$ cat config.mk
export PLATFORM = sky130hd
export DESIGN_NAME = pan_regs
export DESIGN_NICKNAME = d
export VERILOG_FILES = /design/src/pan_latch_high.v /design/src/pan_mmd_window.v /design/src/pan_regs.v
export VERILOG_INCLUDE_DIRS = /design/src
export SDC_FILE = /design/constraint.sdc
export NUM_CORES = 1
export LEC_CHECK = 0
export ABC_AREA = 1
export BUFFER_PORTS_ARGS = -buffer_cell sky130_fd_sc_hd__buf_2
export CORE_MARGIN = 3
export CORE_UTILIZATION = 36
export CTS_CLUSTER_DIAMETER = 200
export DETAILED_ROUTE_END_ITERATION = 8
export GPL_TIMING_DRIVEN = 0
export PLACE_DENSITY = 0.67
export SYNTH_ARGS = -nofsm -noshare
export SYNTH_HDL_FRONTEND = slang
export SYNTH_HIERARCHICAL = 1
export SYNTH_SLANG_ARGS = --single-unit
$ cat constraint.sdc
create_clock -name clk_i -period 2.6 [get_ports clk_i]
set_input_delay 0.39 -clock clk_i [delete_from_list [all_inputs] [get_ports clk_i]]
set_output_delay 0.39 -clock clk_i [all_outputs]
set_load 0.01 [all_outputs]
$ cat src/pan_defines.vh
// register indices, field positions, reset values and codes for the auto-negotiation and indirect-access bank
`ifndef PAN_DEFINES_VH
`define PAN_DEFINES_VH

// register indices on the management port
`define PAN_IDX_EXPANSION 5'h06
`define PAN_IDX_NP_TX 5'h07
`define PAN_IDX_NP_RX 5'h08
`define PAN_IDX_MMD_CTRL 5'h0d
`define PAN_IDX_MMD_ADDR_DATA 5'h0e

// expansion register bit positions
`define PAN_EXP_NP_LOC_ABLE 6
`define PAN_EXP_NP_LOC 5
`define PAN_EXP_PD_FAULT 4
`define PAN_EXP_LP_NP_ABLE 3
`define PAN_EXP_NP_ABLE 2
`define PAN_EXP_PAGE_RCVD 1
`define PAN_EXP_LP_AN_ABLE 0

// next-page register fields
`define PAN_NP_NEXT 15
`define PAN_NP_ACK 14
`define PAN_NP_MSG 13
`define PAN_NP_ACK2 12
`define PAN_NP_TOGGLE 11
`define PAN_NP_CODE_MSB 10
`define PAN_NP_CODE_W 11
`define PAN_NP_TX_CODE_RST 11'h001
`define PAN_NP_TX_MSG_RST 1'b1
`define PAN_NP_RX_RST 16'h0000

// indirect-access control fields
`define PAN_MMD_FUNC_MSB 15
`define PAN_MMD_FUNC_LSB 14
`define PAN_MMD_DEV_MSB 4
`define PAN_MMD_DEV_W 5
`define PAN_MMD_FUNC_ADDR 2'h0
`define PAN_MMD_FUNC_DATA 2'h1
`define PAN_MMD_DEV_PCS 5'h03
`define PAN_MMD_DEV_AN 5'h07
`define PAN_MMD_ADDR_RST 16'h0000

`endif

$ cat src/pan_latch_high.v
// latching-high status bits, cleared by a read of their register
`timescale 1ns/1ns
module pan_latch_high #(
  parameter WIDTH = 1
) (
  input wire clk_i,
  input wire rst_n_i,
  input wire [WIDTH-1:0] event_i,
  input wire clear_i,
  output reg [WIDTH-1:0] status_o
);

  // a new event in the clearing cycle wins, so nothing is lost
  always @(posedge clk_i or negedge rst_n_i) begin
    if (!rst_n_i) begin
      status_o <= {WIDTH{1'b0}};
    end else begin
      status_o <= event_i | (status_o & {WIDTH{~clear_i}}); // see RULE18
    end
  end

endmodule

$ cat src/pan_mmd_window.v
// indirect window into the mdio manageable device register space
`timescale 1ns/1ns
`include "pan_defines.vh"
module pan_mmd_window (
  input wire clk_i,
  input wire rst_n_i,
  input wire ctrl_wr_i,
  input wire ad_wr_i,
  input wire ad_rd_i,
  input wire [15:0] wdata_i,
  input wire [15:0] mmd_rdata_i,
  output wire [15:0] ctrl_o,
  output reg [15:0] ad_rdata_o,
  output reg [`PAN_MMD_DEV_W-1:0] mmd_device_select_o,
  output reg [15:0] mmd_addr_o,
  output reg [15:0] mmd_wdata_o,
  output reg mmd_wr_o,
  output wire mmd_rd_o
);

  reg [1:0] func_reg;
  wire func_is_addr;
  wire func_is_data;

  assign func_is_addr = (func_reg == `PAN_MMD_FUNC_ADDR); // see RULE13
  assign func_is_data = (func_reg == `PAN_MMD_FUNC_DATA);
  // reserved bits 13:5 read as zero
  assign ctrl_o = {func_reg, 9'h000, mmd_device_select_o}; // see RULE14
  // read strobe goes straight out so the device can answer in the same cycle
  assign mmd_rd_o = ad_rd_i & func_is_data; // see RULE16

  // control register: function and device selector
  always @(posedge clk_i or negedge rst_n_i) begin
    if (!rst_n_i) begin
      func_reg <= `PAN_MMD_FUNC_ADDR;
      mmd_device_select_o <= {`PAN_MMD_DEV_W{1'b0}};
    end else if (ctrl_wr_i) begin
      func_reg <= wdata_i[`PAN_MMD_FUNC_MSB:`PAN_MMD_FUNC_LSB]; // see RULE13
      mmd_device_select_o <= wdata_i[`PAN_MMD_DEV_MSB:0]; // see RULE14
    end
  end

  // address latch; never incremented, only function 01 exists for data
  always @(posedge clk_i or negedge rst_n_i) begin
    if (!rst_n_i) begin
      mmd_addr_o <= `PAN_MMD_ADDR_RST;
    end else if (ad_wr_i && func_is_addr) begin
      mmd_addr_o <= wdata_i; // see RULE15
    end
  end

  // data writes pass out one cycle later with their data held in flops
  always @(posedge clk_i or negedge rst_n_i) begin
    if (!rst_n_i) begin
      mmd_wr_o <= 1'b0;
      mmd_wdata_o <= 16'h0000;
    end else begin
      mmd_wr_o <= ad_wr_i & func_is_data; // see RULE16
      if (ad_wr_i && func_is_data) begin
        mmd_wdata_o <= wdata_i;
      end
    end
  end

  // read view of the address/data register; reserved functions read zero
  always @* begin
    if (func_is_addr) begin
      ad_rdata_o = mmd_addr_o; // see RULE15
    end else if (func_is_data) begin
      ad_rdata_o = mmd_rdata_i; // see RULE16
    end else begin
      ad_rdata_o = 16'h0000;
    end
  end

endmodule

$ cat src/pan_regs.v
// management register bank: expansion status, next-page exchange and mmd indirect access
`timescale 1ns/1ns
`include "pan_defines.vh"
// Operation
// RULE1 - expansion bit 6 reads constant one
// RULE2 - bit 5 one; next pages in register 8
// RULE3 - bit 4 latches parallel detection fault
// RULE4 - bit 3 follows partner next-page ability
// RULE5 - bit 2 reads one: local next-page able
// RULE6 - bit 1 latches new page received
// RULE7 - bit 0 follows partner autoneg ability
// RULE8 - transmit page: writable next, code resets one
// RULE9 - toggle bits read-only, reset zero
// RULE10 - bit 12 acknowledge-2, writable in transmit
// RULE11 - bit 13 message page, transmit resets one
// RULE12 - receive page fully read-only, resets zero
// RULE13 - function field: 00 address, 01 data
// RULE14 - 5-bit device selector, reserved middle bits
// RULE15 - function 00: register holds mmd address
// RULE16 - function 01: data at latched address, no increment
// RULE17 - controller sets address before data access
// RULE18 - latched bits hold until register read
module pan_regs (
  input wire clk_i,
  input wire rst_n_i,
  // management register port, decoded from the serial management frame
  input wire [4:0] reg_addr_i,
  input wire reg_wr_i,
  input wire reg_rd_i,
  input wire [15:0] reg_wdata_i,
  output reg [15:0] reg_rdata_o,
  output reg reg_rvalid_o,
  // auto-negotiation engine status
  input wire pd_fault_i,
  input wire lp_np_able_i,
  input wire lp_an_able_i,
  input wire page_rcvd_i,
  input wire [15:0] lp_page_i,
  input wire np_tx_taken_i,
  output reg [15:0] np_tx_word_o,
  output reg np_tx_loaded_o,
  // mmd register space
  input wire [15:0] mmd_rdata_i,
  output wire [`PAN_MMD_DEV_W-1:0] mmd_device_select_o,
  output wire [15:0] mmd_addr_o,
  output wire [15:0] mmd_wdata_o,
  output wire mmd_wr_o,
  output wire mmd_rd_o
);

  // decoded strobes
  wire sel_exp;
  wire sel_np_tx;
  wire sel_np_rx;
  wire sel_ctrl;
  wire sel_ad;
  wire exp_rd;
  wire np_tx_wr;
  wire ctrl_wr;
  wire ad_wr;
  wire ad_rd;

  // expansion state
  wire [1:0] lh_event;
  wire [1:0] lh_status;
  reg lp_np_able_reg;
  reg lp_an_able_reg;
  wire [15:0] exp_word;

  // transmit next page fields
  reg np_tx_next_reg;
  reg np_tx_msg_reg;
  reg np_tx_ack2_reg;
  reg np_tx_toggle_reg;
  reg [`PAN_NP_CODE_W-1:0] np_tx_code_reg;
  wire [15:0] np_tx_word;

  // receive next page copy
  reg [15:0] np_rx_reg;

  // indirect-access views
  wire [15:0] ctrl_word;
  wire [15:0] ad_word;
  reg [15:0] rdata_next;

  // address decode of the register port
  assign sel_exp = (reg_addr_i == `PAN_IDX_EXPANSION);
  assign sel_np_tx = (reg_addr_i == `PAN_IDX_NP_TX);
  assign sel_np_rx = (reg_addr_i == `PAN_IDX_NP_RX);
  assign sel_ctrl = (reg_addr_i == `PAN_IDX_MMD_CTRL);
  assign sel_ad = (reg_addr_i == `PAN_IDX_MMD_ADDR_DATA);
  assign exp_rd = reg_rd_i & sel_exp;
  assign np_tx_wr = reg_wr_i & sel_np_tx;
  assign ctrl_wr = reg_wr_i & sel_ctrl;
  assign ad_wr = reg_wr_i & sel_ad;
  assign ad_rd = reg_rd_i & sel_ad;

  // the two latching bits share one clear: any read of the expansion register
  assign lh_event = {pd_fault_i, page_rcvd_i}; // see RULE3 see RULE6

  pan_latch_high #(
    .WIDTH(2)
  ) u_lh (
    .clk_i(clk_i),
    .rst_n_i(rst_n_i),
    .event_i(lh_event),
    .clear_i(exp_rd),
    .status_o(lh_status)
  );

  // partner ability levels, registered so reads see a stable value
  always @(posedge clk_i or negedge rst_n_i) begin
    if (!rst_n_i) begin
      lp_np_able_reg <= 1'b0;
      lp_an_able_reg <= 1'b0;
    end else begin
      lp_np_able_reg <= lp_np_able_i; // see RULE4
      lp_an_able_reg <= lp_an_able_i; // see RULE7
    end
  end

  // expansion word; bits 15:7 reserved and read zero
  assign exp_word = {9'h000,
                     1'b1, // see RULE1
                     1'b1, // see RULE2
                     lh_status[1], // see RULE3
                     lp_np_able_reg, // see RULE4
                     1'b1, // see RULE5
                     lh_status[0], // see RULE6
                     lp_an_able_reg}; // see RULE7

  // transmit next page: writable fields, reserved bit 14 ignored on write
  always @(posedge clk_i or negedge rst_n_i) begin
    if (!rst_n_i) begin
      np_tx_next_reg <= 1'b0;
      np_tx_msg_reg <= `PAN_NP_TX_MSG_RST; // see RULE11
      np_tx_ack2_reg <= 1'b0;
      np_tx_code_reg <= `PAN_NP_TX_CODE_RST; // see RULE8
    end else if (np_tx_wr) begin
      np_tx_next_reg <= reg_wdata_i[`PAN_NP_NEXT]; // see RULE8
      np_tx_msg_reg <= reg_wdata_i[`PAN_NP_MSG]; // see RULE11
      np_tx_ack2_reg <= reg_wdata_i[`PAN_NP_ACK2]; // see RULE10
      np_tx_code_reg <= reg_wdata_i[`PAN_NP_CODE_MSB:0]; // see RULE8
    end
  end

  // toggle flips each time the engine sends a page; software cannot touch it
  always @(posedge clk_i or negedge rst_n_i) begin
    if (!rst_n_i) begin
      np_tx_toggle_reg <= 1'b0;
    end else if (np_tx_taken_i) begin
      np_tx_toggle_reg <= ~np_tx_toggle_reg; // see RULE9
    end
  end

  assign np_tx_word = {np_tx_next_reg, 1'b0, np_tx_msg_reg, np_tx_ack2_reg,
                       np_tx_toggle_reg, np_tx_code_reg};

  // page offered to the engine, flagged once per software load
  always @(posedge clk_i or negedge rst_n_i) begin
    if (!rst_n_i) begin
      // reset image built from constants only, the field flops reset in the same instant
      np_tx_word_o <= {1'b0, 1'b0, `PAN_NP_TX_MSG_RST, 2'b00, `PAN_NP_TX_CODE_RST};
      np_tx_loaded_o <= 1'b0;
    end else begin
      np_tx_word_o <= np_tx_word;
      np_tx_loaded_o <= np_tx_wr;
    end
  end

  // receive copy captured whole on each received page, writes have no effect
  always @(posedge clk_i or negedge rst_n_i) begin
    if (!rst_n_i) begin
      np_rx_reg <= `PAN_NP_RX_RST; // see RULE12
    end else if (page_rcvd_i) begin
      np_rx_reg <= lp_page_i; // see RULE2 see RULE12 see RULE9
    end
  end

  // indirect window; relies on the controller setting the address first
  pan_mmd_window u_mmd (
    .clk_i(clk_i),
    .rst_n_i(rst_n_i),
    .ctrl_wr_i(ctrl_wr),
    .ad_wr_i(ad_wr), // see RULE17
    .ad_rd_i(ad_rd),
    .wdata_i(reg_wdata_i),
    .mmd_rdata_i(mmd_rdata_i),
    .ctrl_o(ctrl_word),
    .ad_rdata_o(ad_word),
    .mmd_device_select_o(mmd_device_select_o),
    .mmd_addr_o(mmd_addr_o),
    .mmd_wdata_o(mmd_wdata_o),
    .mmd_wr_o(mmd_wr_o),
    .mmd_rd_o(mmd_rd_o)
  );

  // read mux; unmapped indices read zero
  always @* begin
    rdata_next = 16'h0000;
    if (sel_exp) begin
      rdata_next = exp_word;
    end else if (sel_np_tx) begin
      rdata_next = np_tx_word;
    end else if (sel_np_rx) begin
      rdata_next = np_rx_reg;
    end else if (sel_ctrl) begin
      rdata_next = ctrl_word;
    end else if (sel_ad) begin
      rdata_next = ad_word;
    end
  end

  // read data held in flops until the next read
  always @(posedge clk_i or negedge rst_n_i) begin
    if (!rst_n_i) begin
      reg_rdata_o <= 16'h0000;
      reg_rvalid_o <= 1'b0;
    end else begin
      reg_rvalid_o <= reg_rd_i;
      if (reg_rd_i) begin
        reg_rdata_o <= rdata_next;
      end
    end
  end

endmodule

After elaboration in Yosys (flattened, before gate mapping). Index checks and enable logic that the tools add are counted.

Register bits: 108. Input bits: 62. Output and inout port bits: 73. Logic and storage cells: 45.

Equality and inequality tests: 6. Multiplexer cells: 7. Bitwise gates (word level): 11. Reduce and logical (&&, ||, !) cells: 3.

Operators by type and width (number): 16-bit 2-to-1 mux (7); 5-bit by 4-bit equality test with 1-bit output, second input constant (3); 5-bit by 3-bit equality test with 1-bit output, second input constant (2); 1-bit AND (7); 2-bit AND (1); 2-bit by 1-bit equality test with 1-bit output, second input constant (1); 1-bit logical AND (2); 2-bit zero test (1); 1-bit inverter (2); 2-bit bitwise OR (1).

Logic depth before layout (Yosys ltp).
Depth after elaboration: 8. Depth in mapped cells: 10. Mapped depth without buffers: 9.

Cells and area by module. Netlist, hierarchy kept.

By module, submodules not included: pan_regs (instances 1, cells an instance 339, area each 2999.1 um2, seq. area each 1656.6 um2); pan_mmd_window (instances 1, cells an instance 242, area each 1976.9 um2, seq. area each 1001.0 um2); pan_latch_high (instances 1, cells an instance 9, area each 76.3 um2, seq. area each 50.0 um2).

Worst setup path before layout. OpenSTA, ideal clock, no wires.

Kind: in2out. From: input port reg_rd_i. To: output port mmd_rd_o. Data arrival time: 1276 ps. Slack: 934 ps. Stages on the path: 5. Path through: clkbuf_1 -> inv_1 -> clkbuf_1 -> nor2_1 -> and3_1.

Word-level cells in the longest chain between the ends: 2.

RTL lines: from (decl) (line pan_regs.v:29) `input wire reg_rd_i,`; 1-bit AND (line pan_regs.v:96) `assign ad_rd = reg_rd_i & sel_ad;`; via ad_rd (line pan_regs.v:61) `wire ad_rd;`; 1-bit AND (line pan_mmd_window.v:30) `assign mmd_rd_o = ad_rd_i & func_is_data;`; to (decl) (line pan_regs.v:48) `output wire mmd_rd_o`.

The timed path passes the listed nets, and every way through them passes these cells.

Final worst setup path. Ends and elaborated chain as after synthesis.

==> summary.md <==
| Metric | Value |
|---|---|
| Outcome | finished, final reports clean |
| Hpwl dp | 11.2 mm |
| Cell count of the worst reg-to-reg path | 8 |
| Hold-fix buffers at CTS | 0 |
| Post-Syn Area | 5050 µm² |
| Initial antenna violation count | 0 |
| RSZ-0062 raised after global routing | no |
| Drt wl/cell | 15.7 µm |
| Overflow after GRT | 0 |
| Sequential share of the synthesized area | 0.536 |
| Hold Path Class | primary input to asynchronous set/reset pin |
| Slowest cell on crit path | clkbuf_1 |
| CP max FO | 10 |
| Cell accounting for the most synthesized area | dfrtp_1 |
| Placed Area | 6000 µm² |
| Layout Cells excl Fill | 924 |
| Routability cong. | 0.873 |
| Startpoint Class | primary input |
| Initial Util | 0.374 |
| Period minus WS final | 2.20 ns |
| CP arrival | 1.81 ns |
| Mean Syn Cell Area | 8.56 µm² |
| First-pass GRT wire length | 23.7 mm |
| Via/cell ratio | 4.85 |
| H-tree levels | 3 |
| Via count of the routed design | 4477 |
| Worst path max stage delay | 0.43 ns |
| Pwr per Cell Area | 668 nW/µm² |
| Required @ worst endpoint | 2.21 ns |
| Final setup viols | 0 |
| Clock Skew | 0.00897 ns |
| Yosys top cell area share | 0.515 |
| CTS tree | yes |
| Post-cts resize count | 0 |
| Unique masters post-synth | 25 |
| CP top delay family | buffers and inverters |
| Sink Count | 108 |
| YS warnings | 6 |
| Max Freq | 0.454 GHz |
| Post-CTS setup buffer count | 0 |
| DIE WIDTH | 124 µm |
| Worst vdd ir | 0.000322 V |
| Largest net degree at the start of global routing | 64 |
| Max_slew headroom | 0.593 |
| Post-layout instance area | 6290 µm² |
| Antenna cells | 0 |
| DRT Wirelength | 14.6 mm |
| Max cap viols | 0 |
| Share of layout cells above drive strength 1 | 0.305 |
| Die Height | 124 µm |
| Final Hold Fails | 0 |
| Clock Latency Late Sink | 0.36 ns |
| 1st-iter DRT viols | 312 |
| Die ar. | 15500 µm² |
| Post-layout nets | 805 |
| Max-slew violation count | 0 |
| Router iterations before antenna repair | 5 |
| Syn Inst Count | 590 |
| CP cell instances | buf_2, clkbuf_1, inv_1, clkbuf_1, nor2_1, and3_1, buf_2 |
| Synth Register Bits | 108 |
| Largest cells by area after synthesis | dfrtp_1 52%, nand2_1 16%, nand3_1 7.0% |
| # IOs | 135 |
| Final TNS setup | 0 ns |
| Row count | 42 |
| Clock transition at path regs | 0.07 ns |
| Pleak | 3.63 nW |
| Crit Path Category | primary input to output pin |
| Tcrit/Tclk final | 0.848 |
| Area Growth Syn to Fin | 24.6% |
| Placed instance count | 908 |
| Root Driver | clkbuf_16 |
| Critical Path Stages | 7 |
| Setup crit end kind | output pin |
| Num CTS Buffers | 9 |
| Total GRT Usage | 0.195 |
| Fillers | 1338 |
| Final ANT Viol Nets | 0 |
| Clock tree buffer depth | 2 |
| Worst-Margin Slew | 0.611 ns |
| Commonest cells after routing, fill and taps aside | 216 x nand2_1, 154 x buf_2, 104 x dfrtp_1 |
| CP bufs+invs | 5 |
| Most common cell after layout, fill and taps aside | nand2_1 |
| Buffers on Ports | 133 |
| Core area | 13500 µm² |
| DRC | 0 |
| Vias in the first global route | 4435 |
| Register cell area after layout | 2710 µm² |
| Area of the multi-input gates | 1970 µm² |
[final timing paths]
kind | start | end | slack [ns]
setup / recovery | reg_rd_i | mmd_rd_o | 0.40
setup reg to reg | u_mmd/func_reg[1] | reg_rdata_o[0] | 0.99
min in group clk_i | lp_an_able_i | lp_an_able_reg | 0.14
max in group asynchronous | rst_n_i | np_tx_word_o[13] | 1.81
hold / removal | rst_n_i | u_mmd/mmd_wdata_o[10] | 0.04
hold reg to reg | np_tx_msg_reg | np_tx_word_o[13] | 0.40
[Yosys cell counts (all sizes together)]
master and instances:
mux2 16, nor2 44, dfrtp 104, and3 1
dfstp 4, buf 44, conb 2, nand2 220
xor2 1, inv 24, clkbuf 5, nor3 1
o21ai 19, nand3b 1, nand4 32, nand3 72
[metal layers]
layer,global-route usage,part of all wire,wire [µm]
met5,0,0,0
met4,0.0903,0.027,396
met3,0.0313,0.052,750
met2,0.305,0.47,6820
met1,0.265,0.45,6580
[stage by stage]
step | util | setup slack [ns] | hold WS (ns) | total power [mW]
after floorplan | - | 0.934 | 0.0944 | 2.47
after global placement | 0.442 | -0.0532 | 0.389 | 2.85
after detailed placement | 0.444 | 0.383 | 0.389 | 2.86
after CTS | 0.466 | 0.380 | 0.0605 | 4.24
after global routing | 0.466 | 0.250 | 0.0877 | 4.42
final | 0.466 | 0.396 | 0.0352 | 4.21
[report_power, final]
group / internal [mW] / total, mW / switching [mW]
Combinational: 0.308 / 0.780 / 0.471
Clock: 0.772 / 1.37 / 0.601
Sequential: 1.89 / 2.05 / 0.160
[worst register-to-register path: cells and delay by family, from the launching register on]
family / cells / cell delay [ns]
DFF: 1 / 0.48
and+or+nand+nor: 5 / 0.40
buffers and inverters: 2 / 0.38
AOI/OAI and AO/OA: 1 / 0.24
[kinds of logic (layout without fill, tap and decap cells)]
| group | count (synthesis) | in the layout | share of synthesized area |
|---|---|---|---|
| AOI/OAI and AO/OA | 19 | 19 | 0.0188 |
| buffers and inverters | 73 | 223 | 0.0805 |
| muxes | 16 | 16 | 0.0357 |
| xor gates and xnor gates | 1 | 1 | 0.00173 |
| DFF | 108 | 108 | 0.536 |
| and+or+nand+nor | 371 | 371 | 0.326 |
| other | 2 | 10 | 0.00149 |
[area by class of cell]
| type | count | share of cell area |
|---|---|---|
| clock inverter | 4 | 0.00795 |
| clock buffer | 12 | 0.0392 |
| sequential | 108 | 0.430 |
| timing repair buffer | 134 | 0.111 |
| tap | 176 | 0.0350 |
| multi-input combinational | 417 | 0.313 |
| inverter | 24 | 0.0143 |
| buffer | 49 | 0.0503 |
(Power assumes the default switching activity.)
